File: src/logic/ctm_pkg.sv
package ctm_pkg;
	// Register byte offsets
	localparam logic [7:0] CTM_OFF_CONTROL_A_REGISTER  = 8'h00;
	localparam logic [7:0] CTM_OFF_CTRLB  = 8'h04;
	localparam logic [7:0] CTM_OFF_DBG    = 8'h08;
	localparam logic [7:0] CTM_OFF_MASK   = 8'h0C;
	localparam logic [7:0] CTM_OFF_FLAGS  = 8'h10;
	localparam logic [7:0] CTM_OFF_STATUS = 8'h14;
	localparam logic [7:0] CTM_OFF_COUNT  = 8'h18;
	localparam logic [7:0] CTM_OFF_COMPARE_CAPTURE_VALUE   = 8'h1C;
	localparam int         CTM_ADDR_W     = 8;

	// Control A fields
	localparam int CTM_ENABLE_BIT = 0;
	localparam int CTM_CLOCK_SELECT_FIELD_LSB = 1;
	localparam int CTM_CLOCK_SELECT_FIELD_W   = 2;
	// Control B fields
	localparam int CTM_MODE_LSB   = 0;
	localparam int CTM_MODE_W     = 3;
	localparam int CTM_OUTEN_BIT  = 4;
	localparam int CTM_EDGE_BIT   = 5;
	localparam int CTM_FILTER_BIT = 6;
	// Debug control fields
	localparam int CTM_DEBUG_RUN_BIT_BIT = 0;
	// Flag and mask layout
	localparam int CTM_FLAG_W     = 2;
	localparam int CTM_FLAG_CAPT  = 0;
	localparam int CTM_FLAG_OVF   = 1;
	// Status fields
	localparam int CTM_RUN_BIT    = 0;

	localparam int          CTM_CNT_W     = 16;
	localparam logic [15:0] CTM_CNT_ZERO  = 16'h0000;
	localparam logic [15:0] CTM_CNT_MAX   = 16'hFFFF;
	localparam logic [15:0] CTM_COMPARE_CAPTURE_VALUE_RST  = 16'h0000;
	localparam int          CTM_FILT_LEN  = 4;

	// Clock select codes
	localparam logic [1:0] CTM_CLK_DIV1 = 2'h0;
	localparam logic [1:0] CTM_CLK_DIV2 = 2'h1;
	localparam logic [1:0] CTM_CLK_COMP = 2'h2;

	// AHB codes
	localparam logic [1:0] CTM_HTRANS_NONSEQ = 2'h2;
	localparam logic [2:0] CTM_HSIZE_WORD    = 3'h2;

	typedef enum logic [2:0] {
		CTM_MODE_PERIODIC = 3'b000,
		CTM_MODE_TIMEOUT  = 3'b001,
		CTM_MODE_CAPTURE  = 3'b010,
		CTM_MODE_FREQ     = 3'b011,
		CTM_MODE_PWIDTH   = 3'b100,
		CTM_MODE_FRQPW    = 3'b101,
		CTM_MODE_SINGLE   = 3'b110,
		CTM_MODE_PWM8     = 3'b111
	} ctm_mode_t;
endpackage : ctm_pkg

File: src/logic/ctm_core.sv
// Notes on behaviour
// - With filter on, four agreeing input samples are needed before a new level passes.
// - Filter adds four system clock cycles of latency to the capture path.
// - Filter samples on the undivided system clock, unaffected by the prescaler.
// - Counter steps on local prescaler tick or the companion timer tick.
// - Eight modes: periodic, timeout, capture, frequency, pulse width, both, single, PWM8.
// - Debug halt stops counting and events unless the debug run bit is set.
// - Bottom is count zero; max is count all ones.
// - Top is highest count; update signalled at bottom or top by mode.
// - Reset leaves the timer in periodic interrupt mode.
// - Periodic mode flags an interrupt each time count becomes equal to top.
// - Count register readable at any time.
// - Periodic restarts at top; above top it runs to max, wraps and sets the overflow flag.
//
// Design decisions made here: the register addresses and the AHB-Lite interface to the registers.
module ctm_core
	import ctm_pkg::*;
(
	// Clock and reset
	input  wire logic        CLK_IN,
	input  wire logic        ARST_N_IN,
	// AHB-Lite slave
	input  wire logic        HSEL_IN,
	input  wire logic [31:0] HADDR_IN,
	input  wire logic [1:0]  HTRANS_IN,
	input  wire logic        HWRITE_IN,
	input  wire logic [2:0]  HSIZE_IN,
	input  wire logic [31:0] HWDATA_IN,
	input  wire logic        HREADY_IN,
	output logic [31:0]      HRDATA_OUT,
	output logic             HREADYOUT_OUT,
	output logic             HRESP_OUT,
	// Event, debug and companion tick
	input  wire logic        EVENT_IN,
	input  wire logic        DEBUG_HALT_IN,
	input  wire logic        COMP_TICK_IN,
	// Interrupt and waveform
	output logic             IRQ_OUT,
	output logic             WAVE_OUT
);
	////////////////////////////////////////////////////////////////////////////////
	// Registers
	logic                    enable_q;
	logic [CTM_CLOCK_SELECT_FIELD_W-1:0] clock_select_field_q;
	ctm_mode_t               mode_q;
	logic                    outen_q;
	logic                    edge_q;
	logic                    filt_q;
	logic                    debug_run_bit_q;
	logic [CTM_FLAG_W-1:0]   mask_q;
	logic [CTM_FLAG_W-1:0]   flags_q;
	logic [CTM_CNT_W-1:0]    cnt_q;
	logic [CTM_CNT_W-1:0]    compare_capture_value_q;
	logic                    run_q;
	logic                    phase_q;
	logic                    div_q;
	logic                    lvl_q;
	logic                    wr_pend_q;
	logic                    rd_pend_q;
	logic [CTM_ADDR_W-1:0]   addr_q;

	////////////////////////////////////////////////////////////////////////////////
	// Bus decode
	function automatic logic hit(input logic [CTM_ADDR_W-1:0] a,
	                             input logic [CTM_ADDR_W-1:0] off);
		hit = (a == off);
	endfunction : hit

	wire                  bus_go  = HSEL_IN && HREADY_IN && (HTRANS_IN == CTM_HTRANS_NONSEQ);
	wire [CTM_ADDR_W-1:0] a_addr  = HADDR_IN[CTM_ADDR_W-1:0];
	wire                  do_wr   = wr_pend_q;
	wire                  wr_ctla = do_wr && hit(addr_q, CTM_OFF_CONTROL_A_REGISTER);
	wire                  wr_ctlb = do_wr && hit(addr_q, CTM_OFF_CTRLB);
	wire                  wr_dbg  = do_wr && hit(addr_q, CTM_OFF_DBG);
	wire                  wr_mask = do_wr && hit(addr_q, CTM_OFF_MASK);
	wire                  wr_flg  = do_wr && hit(addr_q, CTM_OFF_FLAGS);
	wire                  wr_cnt  = do_wr && hit(addr_q, CTM_OFF_COUNT);
	wire                  wr_compare_capture_value = do_wr && hit(addr_q, CTM_OFF_COMPARE_CAPTURE_VALUE);
	wire                  rd_compare_capture_value = rd_pend_q && hit(addr_q, CTM_OFF_COMPARE_CAPTURE_VALUE);

	logic [31:0] rd_mux;
	always_comb begin
		rd_mux = 32'h0000_0000;
		case (a_addr)
			CTM_OFF_CONTROL_A_REGISTER: begin
				rd_mux[CTM_ENABLE_BIT] = enable_q;
				rd_mux[CTM_CLOCK_SELECT_FIELD_LSB +: CTM_CLOCK_SELECT_FIELD_W] = clock_select_field_q;
			end
			CTM_OFF_CTRLB: begin
				rd_mux[CTM_MODE_LSB +: CTM_MODE_W] = mode_q;
				rd_mux[CTM_OUTEN_BIT]  = outen_q;
				rd_mux[CTM_EDGE_BIT]   = edge_q;
				rd_mux[CTM_FILTER_BIT] = filt_q;
			end
			CTM_OFF_DBG:    rd_mux[CTM_DEBUG_RUN_BIT_BIT] = debug_run_bit_q;
			CTM_OFF_MASK:   rd_mux[CTM_FLAG_W-1:0] = mask_q;
			CTM_OFF_FLAGS:  rd_mux[CTM_FLAG_W-1:0] = flags_q;
			CTM_OFF_STATUS: rd_mux[CTM_RUN_BIT] = run_q;
			CTM_OFF_COUNT:  rd_mux[CTM_CNT_W-1:0] = cnt_q;
			CTM_OFF_COMPARE_CAPTURE_VALUE:   rd_mux[CTM_CNT_W-1:0] = compare_capture_value_q;
			default:        rd_mux = 32'h0000_0000;
		endcase
	end

	always_ff @(posedge CLK_IN or negedge ARST_N_IN) begin
		if (!ARST_N_IN) begin
			wr_pend_q     <= 1'b0;
			rd_pend_q     <= 1'b0;
			addr_q        <= '0;
			HRDATA_OUT    <= 32'h0000_0000;
			HREADYOUT_OUT <= 1'b0;
			HRESP_OUT     <= 1'b0;
		end else begin
			// Zero wait states; always OKAY
			HREADYOUT_OUT <= 1'b1;
			HRESP_OUT     <= 1'b0;
			wr_pend_q     <= bus_go && HWRITE_IN;
			rd_pend_q     <= bus_go && !HWRITE_IN;
			if (bus_go) begin
				addr_q <= a_addr;
			end
			if (bus_go && !HWRITE_IN) begin
				HRDATA_OUT <= rd_mux;
			end
		end
	end

	////////////////////////////////////////////////////////////////////////////////
	// Control registers
	always_ff @(posedge CLK_IN or negedge ARST_N_IN) begin
		if (!ARST_N_IN) begin
			enable_q <= 1'b0;
			clock_select_field_q <= CTM_CLK_DIV1;
			mode_q   <= CTM_MODE_PERIODIC;
			outen_q  <= 1'b0;
			edge_q   <= 1'b0;
			filt_q   <= 1'b0;
			debug_run_bit_q <= 1'b0;
			mask_q   <= '0;
		end else begin
			if (wr_ctla) begin
				enable_q <= HWDATA_IN[CTM_ENABLE_BIT];
				clock_select_field_q <= HWDATA_IN[CTM_CLOCK_SELECT_FIELD_LSB +: CTM_CLOCK_SELECT_FIELD_W];
			end
			if (wr_ctlb) begin
				mode_q  <= ctm_mode_t'(HWDATA_IN[CTM_MODE_LSB +: CTM_MODE_W]);
				outen_q <= HWDATA_IN[CTM_OUTEN_BIT];
				edge_q  <= HWDATA_IN[CTM_EDGE_BIT];
				filt_q  <= HWDATA_IN[CTM_FILTER_BIT];
			end
			if (wr_dbg) begin
				debug_run_bit_q <= HWDATA_IN[CTM_DEBUG_RUN_BIT_BIT];
			end
			if (wr_mask) begin
				mask_q <= HWDATA_IN[CTM_FLAG_W-1:0];
			end
		end
	end

	////////////////////////////////////////////////////////////////////////////////
	// Event input path
	logic ev_lvl;

	// Event router is logic on this clock, so no synchroniser
	ctm_filter #(
		.LEN (CTM_FILT_LEN)
	) u_filter (
		.clk_in    (CLK_IN),
		.arst_n_in (ARST_N_IN),
		.enable_in (filt_q),
		.sample_in (EVENT_IN),
		.level_out (ev_lvl)
	);

	// Halted peripheral ignores events and stops counting
	wire active  = enable_q && (!DEBUG_HALT_IN || debug_run_bit_q);
	wire ev_rise = ev_lvl && !lvl_q;
	wire ev_fall = !ev_lvl && lvl_q;
	// Edge bit picks the falling edge as the capture edge
	wire ev_edge = active && (edge_q ? ev_fall : ev_rise);
	wire ev_any  = active && (ev_rise || ev_fall);

	////////////////////////////////////////////////////////////////////////////////
	// Count clock
	wire tick_local = (clock_select_field_q == CTM_CLK_DIV1) || ((clock_select_field_q == CTM_CLK_DIV2) && div_q);
	wire tick_comp  = (clock_select_field_q == CTM_CLK_COMP) && COMP_TICK_IN;
	wire tick       = active && (tick_local || tick_comp);

	////////////////////////////////////////////////////////////////////////////////
	// Counter terms
	wire [CTM_CNT_W-1:0] cnt_inc  = cnt_q + 16'h0001;
	wire                 at_max   = (cnt_q == CTM_CNT_MAX);
	wire                 at_top   = (cnt_q == compare_capture_value_q);
	wire                 to_top   = (cnt_inc == compare_capture_value_q);
	wire [7:0]           pwm_per  = compare_capture_value_q[7:0];
	wire [7:0]           pwm_high = compare_capture_value_q[15:8];
	wire                 pwm_end  = (cnt_q[7:0] == pwm_per);

	logic [CTM_CNT_W-1:0] cnt_d;
	logic [CTM_CNT_W-1:0] compare_capture_value_d;
	logic                 run_d;
	logic                 phase_d;
	logic                 wave_d;
	logic [CTM_FLAG_W-1:0] ev_set;

	always_comb begin
		cnt_d   = cnt_q;
		compare_capture_value_d  = compare_capture_value_q;
		run_d   = run_q;
		phase_d = phase_q;
		wave_d  = 1'b0;
		ev_set  = '0;
		case (mode_q)
			CTM_MODE_PERIODIC: begin
				if (tick) begin
					// Past top the count runs to max, wraps and sets the overflow flag
					cnt_d = at_top ? CTM_CNT_ZERO : cnt_inc;
					ev_set[CTM_FLAG_CAPT] = to_top;
					ev_set[CTM_FLAG_OVF]  = at_max && !at_top;
				end
			end
			CTM_MODE_TIMEOUT: begin
				if (tick) begin
					cnt_d = cnt_inc;
					ev_set[CTM_FLAG_CAPT] = run_q && to_top;
					ev_set[CTM_FLAG_OVF]  = at_max;
				end
				if (ev_edge) begin
					run_d = !run_q;
					if (!run_q) begin
						cnt_d = CTM_CNT_ZERO;
					end
				end
			end
			CTM_MODE_CAPTURE, CTM_MODE_FREQ: begin
				if (tick) begin
					cnt_d = cnt_inc;
					ev_set[CTM_FLAG_OVF] = at_max;
				end
				if (ev_edge) begin
					compare_capture_value_d = cnt_q;
					ev_set[CTM_FLAG_CAPT] = 1'b1;
					if (mode_q == CTM_MODE_FREQ) begin
						cnt_d = CTM_CNT_ZERO;
					end
				end
			end
			CTM_MODE_PWIDTH: begin
				if (tick) begin
					cnt_d = cnt_inc;
					ev_set[CTM_FLAG_OVF] = at_max;
				end
				if (active && ev_rise) begin
					cnt_d = CTM_CNT_ZERO;
				end else if (active && ev_fall) begin
					compare_capture_value_d = cnt_q;
					ev_set[CTM_FLAG_CAPT] = 1'b1;
				end
			end
			CTM_MODE_FRQPW: begin
				if (tick && run_q) begin
					cnt_d = cnt_inc;
					ev_set[CTM_FLAG_OVF] = at_max;
				end
				// A new sequence waits until the flag is cleared
				if (!flags_q[CTM_FLAG_CAPT] && active) begin
					if (ev_rise && !run_q) begin
						cnt_d   = CTM_CNT_ZERO;
						run_d   = 1'b1;
						phase_d = 1'b0;
					end else if (ev_fall && run_q && !phase_q) begin
						compare_capture_value_d  = cnt_q;
						phase_d = 1'b1;
					end else if (ev_rise && run_q && phase_q) begin
						run_d   = 1'b0;
						ev_set[CTM_FLAG_CAPT] = 1'b1;
					end
				end
			end
			CTM_MODE_SINGLE: begin
				if (run_q && tick) begin
					if (at_top) begin
						run_d = 1'b0;
						ev_set[CTM_FLAG_CAPT] = 1'b1;
					end else begin
						cnt_d = cnt_inc;
					end
				end else if (!run_q && (edge_q ? ev_any : ev_rise && active)) begin
					cnt_d = CTM_CNT_ZERO;
					run_d = 1'b1;
				end
				wave_d = run_d;
			end
			CTM_MODE_PWM8: begin
				if (tick) begin
					// Update at bottom: the period restarts after the low byte
					cnt_d = pwm_end ? CTM_CNT_ZERO : {8'h00, cnt_q[7:0] + 8'h01};
					ev_set[CTM_FLAG_CAPT] = pwm_end;
				end
				wave_d = enable_q && (pwm_per != 8'h00) && (cnt_d[7:0] < pwm_high);
			end
			default: begin
				cnt_d = cnt_q;
			end
		endcase
		// Software writes win over the counter's own update
		if (wr_cnt) begin
			cnt_d = HWDATA_IN[CTM_CNT_W-1:0];
		end
		if (wr_compare_capture_value) begin
			compare_capture_value_d = HWDATA_IN[CTM_CNT_W-1:0];
		end
	end

	////////////////////////////////////////////////////////////////////////////////
	// Flags: hardware set beats a write-one clear
	wire auto_clr = rd_compare_capture_value && (mode_q inside {CTM_MODE_CAPTURE, CTM_MODE_FREQ,
	                                           CTM_MODE_PWIDTH, CTM_MODE_FRQPW});
	logic [CTM_FLAG_W-1:0] clr_mask;
	logic [CTM_FLAG_W-1:0] flags_d;
	assign clr_mask = (wr_flg ? HWDATA_IN[CTM_FLAG_W-1:0] : '0)
	                | {{(CTM_FLAG_W-1){1'b0}}, auto_clr};
	assign flags_d  = (flags_q & ~clr_mask) | ev_set;

	always_ff @(posedge CLK_IN or negedge ARST_N_IN) begin
		if (!ARST_N_IN) begin
			cnt_q    <= CTM_CNT_ZERO;
			compare_capture_value_q   <= CTM_COMPARE_CAPTURE_VALUE_RST;
			run_q    <= 1'b0;
			phase_q  <= 1'b0;
			div_q    <= 1'b0;
			lvl_q    <= 1'b0;
			flags_q  <= '0;
			IRQ_OUT  <= 1'b0;
			WAVE_OUT <= 1'b0;
		end else begin
			cnt_q    <= cnt_d;
			compare_capture_value_q   <= compare_capture_value_d;
			run_q    <= enable_q ? run_d : 1'b0;
			phase_q  <= phase_d;
			div_q    <= active ? !div_q : div_q;
			lvl_q    <= ev_lvl;
			flags_q  <= flags_d;
			IRQ_OUT  <= |(flags_d & mask_q);
			WAVE_OUT <= outen_q && wave_d;
		end
	end
endmodule : ctm_core

File: src/logic/ctm_filter.sv
module ctm_filter
	import ctm_pkg::*;
#(
	parameter int LEN = CTM_FILT_LEN
) (
	input  wire logic clk_in,
	input  wire logic arst_n_in,
	input  wire logic enable_in,
	input  wire logic sample_in,
	output logic      level_out
);
	logic [LEN-1:0] hist_q;
	wire            all_hi = &hist_q;
	wire            all_lo = ~|hist_q;

	// Runs on the undivided clock; prescaler never gates it
	always_ff @(posedge clk_in or negedge arst_n_in) begin
		if (!arst_n_in) begin
			hist_q    <= '0;
			level_out <= 1'b0;
		end else begin
			hist_q <= {hist_q[LEN-2:0], sample_in};
			if (!enable_in) begin
				level_out <= sample_in;
			end else if (all_hi || all_lo) begin
				level_out <= hist_q[LEN-1];
			end
		end
	end
endmodule : ctm_filter

File: config.mk
export PLATFORM = sky130hd
export DESIGN_NAME = ctm_core
export DESIGN_NICKNAME = d
export VERILOG_FILES = /design/src/logic/ctm_pkg.sv /design/src/logic/ctm_core.sv /design/src/logic/ctm_filter.sv
export SDC_FILE = /design/constraint.sdc
export NUM_CORES = 1
export LEC_CHECK = 0
export BUFFER_PORTS_ARGS = -buffer_cell sky130_fd_sc_hd__buf_4
export CORE_ASPECT_RATIO = 1.1
export CORE_UTILIZATION = 58
export CTS_BUF_LIST = sky130_fd_sc_hd__clkbuf_8
export DETAILED_ROUTE_END_ITERATION = 16
export PLACE_DENSITY = 0.85
export SLEW_MARGIN = 20
export SYNTH_ARGS = -nofsm -noshare
export SYNTH_HDL_FRONTEND = slang
export SYNTH_SLANG_ARGS = --single-unit
export TNS_END_PERCENT = 20
File: constraint.sdc
create_clock -name CLK_IN -period 3.1 [get_ports CLK_IN]
set_clock_uncertainty 0.1 [all_clocks]
set_input_delay 0.31 -clock CLK_IN [delete_from_list [all_inputs] [get_ports CLK_IN]]
set_output_delay 0.31 -clock CLK_IN [all_outputs]
set_load 0.02 [all_outputs]
# Word level (Yosys, flattened, before mapping)
# Cells that the tools add are included.
dict set report totals {
  output_inout_bits 36
  word_cells 212
  regBits 84
  inputBits 77
}
dict set report classes {
  n_bitwise 5
  n_mux 67
  reduce_logical 69
  addsub 2
  eq_ne 43
  order_cmp 1
}
# operator n
set op_table {}
lappend op_table {{2-to-1 mux 16 bit} 24}
lappend op_table {{one-hot mux 16 bit (7 select lines)} 1}
lappend op_table {{equality test 8 x 5 -> 1 bit (second input constant)} 7}
lappend op_table {{one-hot mux 16 bit (3 select lines)} 1}
lappend op_table {{logical AND 1 bit} 36}
lappend op_table {{equality test 16 bit} 2}
lappend op_table {{equality test 8 x 4 -> 1 bit (second input constant)} 4}
lappend op_table {{!= test 3 bit (second input constant)} 10}
lappend op_table {{2-to-1 mux 1 bit} 27}
lappend op_table {{one-hot mux 9 bit (2 select lines)} 1}
lappend op_table {{adder 16 x 1 -> 16 bit (second input constant)} 1}
lappend op_table {{equality test 16 bit (second input constant)} 1}
lappend op_table {{equality test 8 x 3 -> 1 bit (second input constant)} 2}
lappend op_table {{zero test 8 bit} 2}
lappend op_table {{!= test 4 bit (second input constant)} 4}
lappend op_table {{equality test 3 bit (second input constant)} 4}
lappend op_table {{zero test 1 bit} 10}
lappend op_table {{one-hot mux 3 bit (3 select lines)} 1}
lappend op_table {{adder 8 x 1 -> 8 bit (second input constant)} 1}
lappend op_table {{equality test 8 bit} 1}
lappend op_table {{< comparator 8 bit} 1}
lappend op_table {{2-to-1 mux 8 bit} 1}
lappend op_table {{one-hot mux 1 bit (4 select lines)} 2}
lappend op_table {{one-hot mux 1 bit (8 select lines)} 1}
lappend op_table {{28 further kinds} 42}

# Depth between registers and ports, before layout
# Gate-level depths: netlist (run 1).
dict set report logic_depth {
  ltp_word 12
  mapped_depth 14
}

# Cells and area by module
# From an unflattened synthesis (run 1), not the netlist that was laid out.
dict set report unflattened {
  cells_unflattened 710
  hier_area_um2 6022.0
}
# mod seq_area_each_um2 cells_each area_per_inst_um2 instances
set by_module_without_submodules {}
lappend by_module_without_submodules {ctm_core 1976.9 700 5866.9 1}
lappend by_module_without_submodules {ctm_filter 125.1 10 155.1 1}

# Worst setup path after synthesis (run 1)
# No wires, ideal clock.
dict set report synth_path {
  path_kind {register to register}
  start {register addr_q[0]}
  end {register IRQ_OUT}
  n_path_buf 0
  slack_ns 0.569
  stages_incl_launch_ff 7
  arrival_time_ns 2.311
  path_cell_list {dfrtp_1 or4_4 or3b_4 or4_1 a22o_1 a22o_1 a31o_1}
}
dict set report synth_via {
  elab_chain_len 9
  elab_cells_between_ends 12
  classes_between {eq/ne (2); mux (1); bitwise (5); reduce/logical (4)}
}
# element line_no
set synth_rtl {}
lappend synth_rtl {{start, declared} ctm_core.sv:60} ;# logic [CTM_ADDR_W-1:0] addr_q;
lappend synth_rtl {{start signal, assigned} ctm_core.sv:120} ;# addr_q <= a_addr;
lappend synth_rtl {{equality test 8 x 5 -> 1 bit} ctm_core.sv:66} ;# hit = (a == off);
lappend synth_rtl {{logical AND 1 bit} ctm_core.sv:76} ;# wire wr_flg = do_wr && hit(addr_q, CTM_OFF_FLAGS);
lappend synth_rtl {{2-to-1 mux 2 bit} ctm_core.sv:321} ;# assign clr_mask = (wr_flg ? HWDATA_IN[CTM_FLAG_W-1:0] : '0)
lappend synth_rtl {{OR 2 x 1 -> 2 bit} ctm_core.sv:322} ;# | {{(CTM_FLAG_W-1){1'b0}}, auto_clr};
lappend synth_rtl {{inverter 2 bit} ctm_core.sv:323} ;# assign flags_d = (flags_q & ~clr_mask) | ev_set;
lappend synth_rtl {{AND 2 bit} ctm_core.sv:323}
lappend synth_rtl {{OR 2 bit} ctm_core.sv:323}
lappend synth_rtl {{net flags_d[1]} ctm_core.sv:320} ;# logic [CTM_FLAG_W-1:0] flags_d;
lappend synth_rtl {{AND 2 bit} ctm_core.sv:344} ;# IRQ_OUT <= |(flags_d & mask_q);
lappend synth_rtl {{OR reduction 2 bit} ctm_core.sv:344}
lappend synth_rtl {{end signal, assigned} ctm_core.sv:344}
lappend synth_rtl {{end, declared} ctm_core.sv:38} ;# output logic IRQ_OUT,
# The timed path passes the listed nets, and every way through them passes these cells.
# A chain may end at the register's enable or synchronous reset.

# Final worst setup path (run 1)
dict set report layout_path {
  start {register debug_run_bit_q}
  end {register WAVE_OUT}
}
dict set report layout_via {
  elab_chain_len 9
  elab_cells_between_ends 16
  classes_between {order compare (1); mux (6); reduce/logical (9)}
}
# element line_no
set layout_rtl {}
lappend layout_rtl {{start, declared} ctm_core.sv:49} ;# logic debug_run_bit_q;
lappend layout_rtl {{start signal, assigned} ctm_core.sv:152} ;# debug_run_bit_q <= HWDATA_IN[CTM_DEBUG_RUN_BIT_BIT];
lappend layout_rtl {{logical OR 1 bit (*)} ctm_core.sv:176} ;# wire active = enable_q && (!DEBUG_HALT_IN || debug_run_bit_q);
lappend layout_rtl {{logical AND 1 bit (*)} ctm_core.sv:176}
lappend layout_rtl {{logical AND 1 bit (on tied branches)} {ctm_core.sv:187, ctm_core.sv:181, ctm_core.sv:288}}
lappend layout_rtl {{2-to-1 mux 16 bit or 2-to-1 mux 1 bit (tied branches)} {ctm_core.sv:295, ctm_core.sv:288}}
lappend layout_rtl {{2-to-1 mux 16 bit or logical AND 1 bit (tied branches)} {ctm_core.sv:213, ctm_core.sv:288}}
lappend layout_rtl {{< comparator 8 bit or 2-to-1 mux 1 bit (tied branches)} {ctm_core.sv:300, ctm_core.sv:288}}
lappend layout_rtl {{logical AND 1 bit or 2-to-1 mux 1 bit (tied branches)} {ctm_core.sv:300, ctm_core.sv:281}}
lappend layout_rtl {{one-hot mux 1 bit (2 select lines) (*)} ctm_core.sv:213} ;# case (mode_q)
lappend layout_rtl {{logical AND 1 bit (*)} ctm_core.sv:345} ;# WAVE_OUT <= outen_q && wave_d;
lappend layout_rtl {{end signal, assigned} ctm_core.sv:345}
lappend layout_rtl {{end, declared} ctm_core.sv:39} ;# output logic WAVE_OUT
# Mark *: on every way between the ends. The rest lies on a longest branch, timed or not. The select of a mux whose other input is x is not followed.

==> results of run 1 <==
## area by class of cell
type / count / area, um2 / area share
tap: 120 / 150 / 0.0221
sequential: 84 / 2100 / 0.310
clock inverter: 5 / 35.0 / 0.00517
timing repair buffer: 96 / 726 / 0.107
multi-input combinational: 538 / 3540 / 0.522
inverter: 21 / 78.8 / 0.0116
clock buffer: 11 / 151 / 0.0223
## registers in the layout (all words and copies together), names as in the netlist, 2 cells and up
name and count:
u_filter.hist_q 4, mode_q 3, clock_select_field_q 2, flags_q 2, HRDATA_OUT 16, addr_q 8, compare_capture_value_q 16, cnt_q 16
mask_q 2
## what timing repair did
item | CTS | global route
endpoints found under the hold margin | 49 | 0
buffers inserted | 0 | 0
hold buffers | 2 | 0
resized for setup | 0 | 3
setup endpoints to repair | 0 | 6
## layer usage
metal  GRT usage  share of wire  routed length, um  vias to the layer above
met2       0.610           0.48               9000                      310
li1            -              -                  -                     2592
met3      0.0455          0.073               1370                       73
met4       0.237          0.062               1170                        0
met1       0.438           0.39               7300                     2790
met5           0              0                  0                        -
## placed cells by master (no fill, tap or decap), drive strengths merged, types with 7 or more instances in the layout
master | netlist | final
a211oi | 10 | 10
a21oi | 25 | 25
a31oi | 7 | 7
and3 | 9 | 9
buf | 32 | 94
clkbuf | 38 | 11
conb | 2 | 18
dfrtp | 84 | 84
ha | 11 | 11
inv | 21 | 23
mux2 | 20 | 20
mux2i | 31 | 31
nand2 | 88 | 88
nand2b | 12 | 12
nand3 | 22 | 22
nand4 | 12 | 12
nor2 | 38 | 38
nor3 | 16 | 16
nor4 | 7 | 7
o21ai | 52 | 52
o31ai | 16 | 16
xnor2 | 20 | 20
xor2 | 11 | 11
## power breakdown
part,leakage [uW],switching (uW),internal [uW]
Sequential,0.00111,81.1,1160
Combinational,0.00183,271,194
Clock,0.000101,433,337
Total,0.00304,785,1690
## critical path, cell delays in order (launching register included)
cell      delay [ns]
dfrtp_1         0.40
nand2b_1        0.35
o2111a_1        0.49
o21ai_0         0.27
o41ai_1         0.58
ha_1            0.35
a21oi_1         0.12
o21ai_0         0.07
o21ai_0         0.17
## per-stage QoR
stage	worst slack [ns]	total power (uW)	hold WS (ns)	std cells	setup TNS, ns
floorplan	0.569	1540	-0.0856	713	0
global placement	0.269	1680	0.260	857	0
detailed placement	0.215	1700	0.269	857	0
CTS	0.194	2460	0.0472	875	0
global route	-0.0384	2560	0.0674	875	-0.0384
finish	0.123	2470	0.0567	875	0
## final timing paths
| check | slack [ns] | end | cells past startpoint |
|---|---|---|---|
| worst max-delay path | 0.12 | WAVE_OUT$_DFF_PN0_ | 8 |
| worst min-delay path | 0.06 | compare_capture_value_q[11]$_DFFE_PN0P_ | 3 |
| worst max register to register | 0.12 | WAVE_OUT$_DFF_PN0_ | 8 |
| worst min register to register | 0.29 | u_filter.hist_q[2]$_DFF_PN0_ | 0 |
| max in group asynchronous | 1.74 | run_q$_DFFE_PN0P_ | 3 |
| min in group asynchronous | 0.41 | compare_capture_value_q[13]$_DFFE_PN0P_ | 2 |
## logic make-up (layout without fill, tap and decap cells)
group,count (synthesis),count (layout),share of synthesized area
adders and majority gates,11,11,0.0228
buffers and inverters,91,133,0.0776
muxes,53,53,0.0963
other,2,18,0.00125
and+or+nand+nor,242,242,0.202
AOI/OAI and AO/OA,183,183,0.207
DFF,84,84,0.349
xor gates and xnor gates,31,31,0.0450
## cell usage after synthesis (all sizes together) (4+ instances only)
master   count  area [um2]
a211oi      10        75.1
a41oi        5        43.8
nor3        16        91.3
or3          6        40.0
a221oi       4        35.0
buf         32         206
a2111oi      4        35.0
o21ai       52         264
o211ai       5        37.5
xor2        11        96.3
clkbuf      38         183
inv         21        78.8
and2         6        37.5
xnor2       20         175
a21boi       5        37.5
o21a         4        30.0
nand2b      12        75.1
a31oi        7        50.1
or2          6        37.5
nand3       22         110
a21oi       25         125
dfrtp       84        2100
a211o        4        35.0
ha          11         138
a21o         6        46.3
o31ai       16         120
a22oi        4        30.0
nor2        38         143
and3         9        56.3
a22o         5        43.8
nor4         7        58.8
nand4       12        75.1
nand2       88         330
nor2b        4        25.0
mux2i       31         310
mux2        20         225
==> impl_summary.txt, run 1 <==
----------------------------------------------------
[Floorplanning]
  Area of the die ... 0.0108 mm2
  Starting density of the core ... 0.604
  Die Y ... between 100 and 150 um
  Core footprint ... between 0.009 and 0.01 mm2
  Horiz. Die Dim ... a little under 100 um
  IO Count ... ~110
  Std-Cell Rows ... 38

[Cells and area]
  Area of all placed cells without fillers ... about 0.0068 mm2
  Final core occ ... 0.679
  Signed area change from the synthesized netlist to the final layout ... 12.5%
  Post-layout net count ... between 800 and 900
  Fraction of final layout cells sized beyond drive strength 1 ... 0.204
  Number of fill cells in the layout ... around 840
  Total inserted antenna cells ... 0

[Synthesis]
  Number of flops mapped to enable cells by yosys ... 0
  Sequential element share of the synthesized area ... 0.349
  Post-synthesis sequential element count ... 84
  Mean area per synthesized cell ... about 8.7 um2
  Count of mapped cells out of synthesis ... around 700
  Post-synth cell types ... 75
  Share of synthesized flip-flops with an asynchronous set or reset ... 1.00
  Dominant synthesized flop cell ... dfrtp_1
  Number of warning messages in the yosys log ... 0
  Post-synthesis cell area ... 0.00603 mm2

[Clocking]
  Deepest clock path buffer count ... 2
  Clock network latency to the later pin of the worst-skew pair ... 0.37 ns
  CTS Root Cell ... clkbuf_8
  CTS Buf Count ... 9
  CTS tree ... yes
  Clock Pin Slew Worst Setup and Hold Paths ... approximately 0.09 ns
  Deepest level of the CTS H-tree ... 3
  Clk sink count ... 84

[GRT]
  Largest net degree at the start of global routing ... 51
  Total global routing track utilization ... 0.361
  Number of global-route vias before repair ... 5601
  Grt total ovfl ... 0
  First-pass GRT wire length ... slightly below 30000 um
  Antenna violations before repair ... 0

[STA]
  Worst slew margin ... 0.537
  Maximum achievable frequency ... around 340 MHz
  Post-route clock period utilization ... 0.960
  Setup repair after global routing missed its margin ... yes
  Total count of max-transition violations in the final report ... 0
  Setup violations, final ... 0
  Minimum clock period after layout ... between 2 and 3 ns
  Number of failing hold endpoints at the final stage ... 0
  Transition at the pin with the smallest max-transition slack ... roughly 0.7 ns

[Place]
  Post-DP HPWL ... 14100 um
  Routability cong. ... 1.03
  Post-DP Area ... about 0.0066 mm2
  Quantity of I/O buffers inserted on ports ... 52

[Pwr]
  Maximum ir drop on the vdd rail ... approximately 0.00038 V
  Static leakage power ... approximately 0.0030 uW
  Pwr Density ... ~360 mW/mm2

[Detailed routing]
  Initial DRC count ... approximately 550
  Vias ... 5765
  Overall routed net length ... 18800 um
  Post-detailed-route wirelength per cell ... about 22 um
  Vias per Instance ... between 6 and 7
  Number of nets still failing antenna checks after routing ... 0
  Total DRC errors in the routed layout ... 0
  DRT Pass-1 Iters ... 7

[Run]
  Max_cap viols ... 0

[Min path]
  Start point of the worst min-delay path ... HWDATA_IN[11]
  Class of the tightest hold or removal check ... primary input to flip-flop

[Worst setup path]
  Type of the setup path with the least slack ... flip-flop to flip-flop
  Arrival time of data at the critical path endpoint ... roughly 3.2 ns
  Critical Path Source ... debug_run_bit_q$_DFFE_PN0P_
  Startpoint Class ... flip-flop
  Critical path fanouts, max ... 9
  Crit path capture type ... flip-flop
  Req. time, crit path ... approximately 3.3 ns
  Reg-to-Reg Start ... debug_run_bit_q$_DFFE_PN0P_

[Outcome]
  Result of the run ... completed

----------------------------------------------------
(Power assumes the default switching activity.)
==> inputs of run 2 (changes only) <==
Settings changed: CORE_ASPECT_RATIO 1.1 to 0.5.
==> run 2 against run 1 <==
Clock power up 7.7%. Design area up 4.3%. Combinational power up 8.8%. Die area up 0.22%. Power up 3.7%. Global-route usage up 4.0 points. Critical endpoint is now cnt_q[8]$_DFFE_PN0P_. Highest routed layer unchanged.
==> impl_summary.txt, run 2 (synthesis results as in run 1) <==
----------------------------------------------------
[STA]
  Worst slew margin ... 0.472 (was 0.537)
  Minimum clock period after layout ... 2.96 ns (was 2.98 ns)
  Final worst slack ... 0.138 ns (was 0.123 ns)
  Transition at the pin with the smallest max-transition slack ... 0.792 ns (was 0.688 ns)
  Post-route clock period utilization ... 0.956 (was 0.960)
  Setup violations, final ... 0 (unchanged)
  Total count of max-transition violations in the final report ... 0 (unchanged)
  Final total negative setup slack ... 0 ns (unchanged)
  Number of failing hold endpoints at the final stage ... 0 (unchanged)
  Setup repair after global routing missed its margin ... no (was yes)
  Maximum achievable frequency ... 338 MHz (was 336 MHz)

[Pwr]
  Maximum ir drop on the vdd rail ... 0.000344 V (was 0.000384 V)
  Static leakage power ... 0.00322 uW (was 0.00304 uW)
  Pwr Density ... 363 mW/mm2 (was 365 mW/mm2)

[Place]
  Quantity of I/O buffers inserted on ports ... 52 (unchanged)
  Post-DP Area ... 0.00685 mm2 (was 0.00657 mm2)
  Routability cong. ... 0.976 (was 1.03)
  Setup WS pre-CTS ... 0.194 ns (was 0.215 ns)
  Post-DP HPWL ... 15800 um (was 14100 um)

[GRT]
  First-pass GRT wire length ... 32000 um (was 29500 um)
  Number of global-route vias before repair ... 5586 (was 5601)
  Antenna violations before repair ... 0 (unchanged)
  Grt total ovfl ... 0 (unchanged)
  Total global routing track utilization ... 0.401 (was 0.361)
  Largest net degree at the start of global routing ... 85 (was 51)

[Clocking]
  CTS tree ... yes (unchanged)
  CTS Root Cell ... clkbuf_8 (unchanged)
  Deepest level of the CTS H-tree ... 3 (unchanged)
  Clk sink count ... 84 (unchanged)
  Post-cts gate resize count ... 0 (unchanged)
  Deepest clock path buffer count ... 2 (unchanged)
  Clock network latency to the later pin of the worst-skew pair ... 0.38 ns (was 0.37 ns)
  CTS Buf Count ... 9 (unchanged)
  Number of buffers inserted to repair setup after CTS ... 0 (unchanged)
  Hold_buf cts ... 1 (was 2)
  Clock Pin Slew Worst Setup and Hold Paths ... 0.10 ns (was 0.09 ns)

[Cells and area]
  Largest registers ... HRDATA_OUT x16, cnt_q x16, compare_capture_value_q x16 (unchanged)
  Total inserted antenna cells ... 0 (unchanged)
  Most common cell after layout, fill and taps aside ... buf_4 (unchanged)
  Area of all placed cells without fillers ... 0.00707 mm2 (was 0.00678 mm2)
  Fraction of final layout cells sized beyond drive strength 1 ... 0.237 (was 0.204)
  Signed area change from the synthesized netlist to the final layout ... 17.3% (was 12.5%)
  Number of fill cells in the layout ... 749 (was 838)
  Commonest non-fill, non-tap cells in the layout ... 128 x buf_4, 88 x nand2_1, 84 x dfrtp_1 (was 94 x buf_4, 88 x nand2_1, 83 x dfrtp_1)
  Post-layout net count ... 873 (was 838)

[Worst setup path]
  Req. time, crit path ... 3.32 ns (was 3.29 ns)
  Type of the setup path with the least slack ... flip-flop to flip-flop (unchanged)
  Critical path fanouts, max ... 8 (was 9)
  Arrival time of data at the critical path endpoint ... 3.18 ns (was 3.17 ns)
  Startpoint Class ... flip-flop (unchanged)
  Crit path capture type ... flip-flop (unchanged)

[Min path]
  Class of the tightest hold or removal check ... primary input to flip-flop (unchanged)

[Run]
  Max_cap viols ... 0 (unchanged)

[Detailed routing]
  DRT Pass-1 Iters ... 7 (unchanged)
  Post-detailed-route wirelength per cell ... 22.2 um (was 21.5 um)
  Vias per Instance ... 6.44 (was 6.59)
  Initial DRC count ... 632 (was 548)
  Overall routed net length ... 20500 um (was 18800 um)
  Total DRC errors in the routed layout ... 0 (unchanged)
  Number of nets still failing antenna checks after routing ... 0 (unchanged)
  Vias ... 5959 (was 5765)

[Floorplanning]
  Horiz. Die Dim ... 146 um (was 99.2 um)
  Die Y ... 74.1 um (was 109 um)
  Core footprint ... 0.00976 mm2 (was 0.00998 mm2)
  Area of the die ... 0.0108 mm2 (about the same)
  IO Count ... 113 (unchanged)
  Starting density of the core ... 0.618 (was 0.604)
  Std-Cell Rows ... 25 (was 38)

[Outcome]
  Result of the run ... completed (unchanged)

----------------------------------------------------
==> run 2: cell types whose count changed in the layout (fill, tap and decap cells not counted), sizes merged <==
| cell | previous run | this run |
|---|---|---|
| buf | 94 | 129 |
| inv | 23 | 26 |
| clkbuf | 11 | 9 |
| clkinv | 3 | 2 |
==> run 2: worst max-delay path, stage by stage, from the launching register on <==
cell and delay [ns]:
dfrtp_1 0.46, xor2_1 0.27, nor2_1 0.15, and4_1 0.33, a21boi_0 0.67, o21ai_2 0.28, or4_1 0.53, nand3_1 0.10
==> run 2: layout make-up <==
type,instances,area [um2],share of cell area
Timing Repair Buffer,131,992,0.140
Clock buffer,9,124,0.0175
Clock inverter,7,76.3,0.0108
Sequential cell,84,2100,0.297
Inverter,21,78.8,0.0111
Multi-Input combinational cell,538,3530,0.499
Tap cell,135,169,0.0239
==> run 2: where the power goes <==
part | total [uW] | internal, uW | switching, uW
clock network | 829 | 322 | 507
logic | 506 | 211 | 295
registers | 1230 | 1160 | 72.7
total | 2570 | 1690 | 874
==> run 2: routing by layer <==
metal,part of all wire,global-route usage,vias to the layer above
met2,0.43,0.628,395
met4,0.023,0.110,0
met5,0,0,-
met1,0.43,0.561,2839
li1,-,-,2667
met3,0.12,0.100,58
==> run 2: per-stage QoR <==
step | hold slack (ns) | power [uW] | util | std cells
floorplan | -0.0856 | 1540 | - | 713
CTS | 0.0411 | 2550 | 0.723 | 924
global route | 0.0536 | 2650 | 0.724 | 925
detailed placement | 0.277 | 1740 | 0.702 | 907
global placement | 0.269 | 1720 | 0.702 | 907
finish | 0.0468 | 2570 | 0.724 | 925
==> run 2: worst paths after layout <==
path                       cells after the start  slack (ns)                                      end                                     from
min                                            3        0.05  compare_capture_value_q[13]$_DFFE_PN0P_                            HWDATA_IN[13]
min reg2reg                                    0        0.31             u_filter.hist_q[2]$_DFF_PN0_             u_filter.hist_q[1]$_DFF_PN0_
max reg2reg                                    7        0.14                     cnt_q[8]$_DFFE_PN0P_  compare_capture_value_q[10]$_DFFE_PN0P_
max                                            7        0.14                     cnt_q[8]$_DFFE_PN0P_  compare_capture_value_q[10]$_DFFE_PN0P_
min in group asynchronous                      2        0.42             u_filter.hist_q[1]$_DFF_PN0_                                ARST_N_IN
max in group asynchronous                      2        1.90   compare_capture_value_q[7]$_DFFE_PN0P_                                ARST_N_IN
==> inputs of run 3 (changes only) <==
Settings changed: BUFFER_PORTS_ARGS -buffer_cell sky130_fd_sc_hd__buf_4 to -buffer_cell sky130_fd_sc_hd__buf_2.
==> run 3 against run 2 <==
Clock power increased by 22%. Design area decreased by 2.3%. Final cell count decreased by 1.3%. Setup slack improved by 0.00082 ns. Count of clock-buffer cells in the layout unchanged. Sequential share of layout area increased by 0.69 points. Via count decreased by 1.6%. First-iteration DRC count increased by 12%. Hold slack improved by 0.0018 ns. Highest routed layer unchanged.
==> impl_summary.txt, run 3 (synthesis results as in run 1) <==
----------------------------------------------------
[Worst setup path]
  Type of the setup path with the least slack ... flip-flop to flip-flop (unchanged)
  Critical Path, Cell by Cell ... ha_2, nand2_1, a2111o_1, a2111oi_0, nand4_1, nor4b_1, buf_4, a21o_1 (was xor2_1, nor2_1, and4_1, a21boi_0, o21ai_2, or4_1, nand3_1)
  Critical path fanouts, max ... 8 (unchanged)
  Sum of buffers and inverters on the critical path ... 1 (was 0)
  Largest stage delay, worst path ... 0.55 ns (was 0.67 ns)
  Startpoint Class ... flip-flop (unchanged)
  Critical-path cell with the highest stage delay ... dfrtp_1 (was a21boi_0)
  Largest delay contributor family on the critical path ... compound AO/OA/AOI/OAI gates (was simple AND/OR/NAND/NOR gates)
  Arrival time of data at the critical path endpoint ... 3.17 ns (was 3.18 ns)
  Crit path capture type ... flip-flop (unchanged)
  Register-to-register path setup slack ... 0.14 ns (about the same)
  Req. time, crit path ... 3.31 ns (was 3.32 ns)

[STA]
  Post-route clock period utilization ... 0.955 (was 0.956)
  Min Hold Slack ... 0.0487 ns (was 0.0468 ns)
  Final total negative setup slack ... 0 ns (unchanged)
  Minimum clock period after layout ... 2.96 ns (about the same)
  Number of failing hold endpoints at the final stage ... 0 (unchanged)
  Setup repair after global routing missed its margin ... no (unchanged)
  Transition at the pin with the smallest max-transition slack ... 0.812 ns (was 0.792 ns)
  Maximum achievable frequency ... 338 MHz (about the same)
  Setup violations, final ... 0 (unchanged)
  Total count of max-transition violations in the final report ... 0 (unchanged)
  Worst slew margin ... 0.445 (was 0.472)

[Clocking]
  Clk sink count ... 84 (unchanged)
  CTS Buf Count ... 9 (unchanged)
  CTS Root Cell ... clkbuf_8 (unchanged)
  Clock network latency to the later pin of the worst-skew pair ... 0.37 ns (was 0.38 ns)
  CTS tree ... yes (unchanged)
  Deepest level of the CTS H-tree ... 3 (unchanged)
  Clock Pin Slew Worst Setup and Hold Paths ... 0.10 ns (about the same)
  Deepest clock path buffer count ... 2 (unchanged)

[Cells and area]
  Post-layout net count ... 861 (was 873)
  Fraction of final layout cells sized beyond drive strength 1 ... 0.228 (was 0.237)
  Commonest non-fill, non-tap cells in the layout ... 88 x nand2_1, 84 x dfrtp_1, 66 x buf_4 (was 128 x buf_4, 88 x nand2_1, 84 x dfrtp_1)
  Total inserted antenna cells ... 0 (unchanged)
  Final core occ ... 0.708 (was 0.724)
  Number of fill cells in the layout ... 768 (was 749)
  Signed area change from the synthesized netlist to the final layout ... 14.6% (was 17.3%)
  Total area of multi-input combinational cells ... 0.00354 mm2 (was 0.00353 mm2)
  Largest registers ... HRDATA_OUT x16, cnt_q x16, compare_capture_value_q x16 (unchanged)
  Area taken by flip-flops and latches ... 0.00210 mm2 (unchanged)
  Most common cell after layout, fill and taps aside ... nand2_1 (was buf_4)

[Pwr]
  Static leakage power ... 0.00316 uW (was 0.00322 uW)
  Pwr Density ... 393 mW/mm2 (was 363 mW/mm2)
  Power consumption ... 2710 uW (was 2570 uW)
  Maximum ir drop on the vdd rail ... 0.000310 V (was 0.000344 V)

[Floorplanning]
  Horiz. Die Dim ... 146 um (unchanged)
  Starting density of the core ... 0.618 (unchanged)
  Area of the die ... 0.0108 mm2 (unchanged)
  Core footprint ... 0.00976 mm2 (unchanged)
  IO Count ... 113 (unchanged)
  Std-Cell Rows ... 25 (unchanged)
  Die Y ... 74.1 um (unchanged)

[Place]
  Post-DP HPWL ... 15200 um (was 15800 um)
  Quantity of I/O buffers inserted on ports ... 52 (unchanged)
  Routability cong. ... 0.989 (was 0.976)

[GRT]
  Number of global-route vias before repair ... 5500 (was 5586)
  Largest net degree at the start of global routing ... 48 (was 85)
  First-pass GRT wire length ... 31100 um (was 32000 um)
  Antenna violations before repair ... 0 (unchanged)
  Grt total ovfl ... 0 (unchanged)
  Total global routing track utilization ... 0.387 (was 0.401)

[Detailed routing]
  Post-detailed-route wirelength per cell ... 21.9 um (was 22.2 um)
  DRT Pass-1 Iters ... 6 (was 7)
  Number of nets still failing antenna checks after routing ... 0 (unchanged)
  Overall routed net length ... 20000 um (was 20500 um)
  Vias per Instance ... 6.42 (was 6.44)
  Total DRC errors in the routed layout ... 0 (unchanged)
  Vias ... 5865 (was 5959)
  Initial DRC count ... 705 (was 632)

[Run]
  Max_cap viols ... 0 (unchanged)

[Min path]
  Class of the tightest hold or removal check ... primary input to flip-flop (unchanged)

[Outcome]
  Result of the run ... completed (unchanged)

----------------------------------------------------
-- run 3: layout make-up --
cell class	instances	area share
clock buffer	9	0.0179
clock inverter	7	0.0185
tap	135	0.0244
multi-input combinational	538	0.512
inverter	21	0.0114
sequential	84	0.304
timing repair buffer	119	0.112
-- run 3: layer usage --
| metal | vias to the layer above | global-route usage | share of wire |
|---|---|---|---|
| li1 | 2638 | - | - |
| met2 | 394 | 0.590 | 0.41 |
| met1 | 2766 | 0.542 | 0.45 |
| met3 | 67 | 0.110 | 0.12 |
| met4 | 0 | 0.111 | 0.021 |
| met5 | - | 0 | 0 |
-- run 3: timing repair --
| item | 4_1_cts | 5_1_grt |
|---|---|---|
| hold endpoints to repair | 46 | 0 |
| setup buffers | 0 | 0 |
| endpoints found under the setup margin | 0 | 2 |
| hold buffers | 2 | 0 |
| gates resized for setup | 0 | 2 |
-- run 3: path summary, 6_finish.rpt --
check | from | end | cells past startpoint
worst max register to register | cnt_q[1]$_DFFE_PN0P_ | flags_q[0]$_DFF_PN0_ | 8
worst max-delay path | cnt_q[1]$_DFFE_PN0P_ | flags_q[0]$_DFF_PN0_ | 8
max in group asynchronous | ARST_N_IN | compare_capture_value_q[9]$_DFFE_PN0P_ | 3
min in group asynchronous | ARST_N_IN | addr_q[1]$_DFFE_PN0P_ | 2
worst min register to register | u_filter.hist_q[1]$_DFF_PN0_ | u_filter.hist_q[2]$_DFF_PN0_ | 0
worst min-delay path | HWDATA_IN[15] | cnt_q[15]$_DFFE_PN0P_ | 3
-- run 3: stage by stage --
step	setup slack (ns)	area (um2)	instances
after floorplan	0.569	6090	713
after global placement	0.261	6630	895
after CTS	0.165	6900	913
after global routing	0.0207	6910	913
after detailed placement	0.212	6630	895
final	0.139	6910	913
-- run 3: power by group --
| part | switching (uW) | internal [uW] | leakage (uW) |
|---|---|---|---|
| logic | 290 | 184 | 0.00193 |
| clock network | 459 | 550 | 0.000127 |
| registers | 72.4 | 1160 | 0.00111 |
-- run 3: worst reg2reg max path: stages (launching register included) --
cell       delay (ns)
dfrtp_1          0.55
ha_2             0.33
nand2_1          0.15
a2111o_1         0.43
a2111oi_0        0.44
nand4_1          0.19
nor4b_1          0.36
buf_4            0.21
a21o_1           0.16
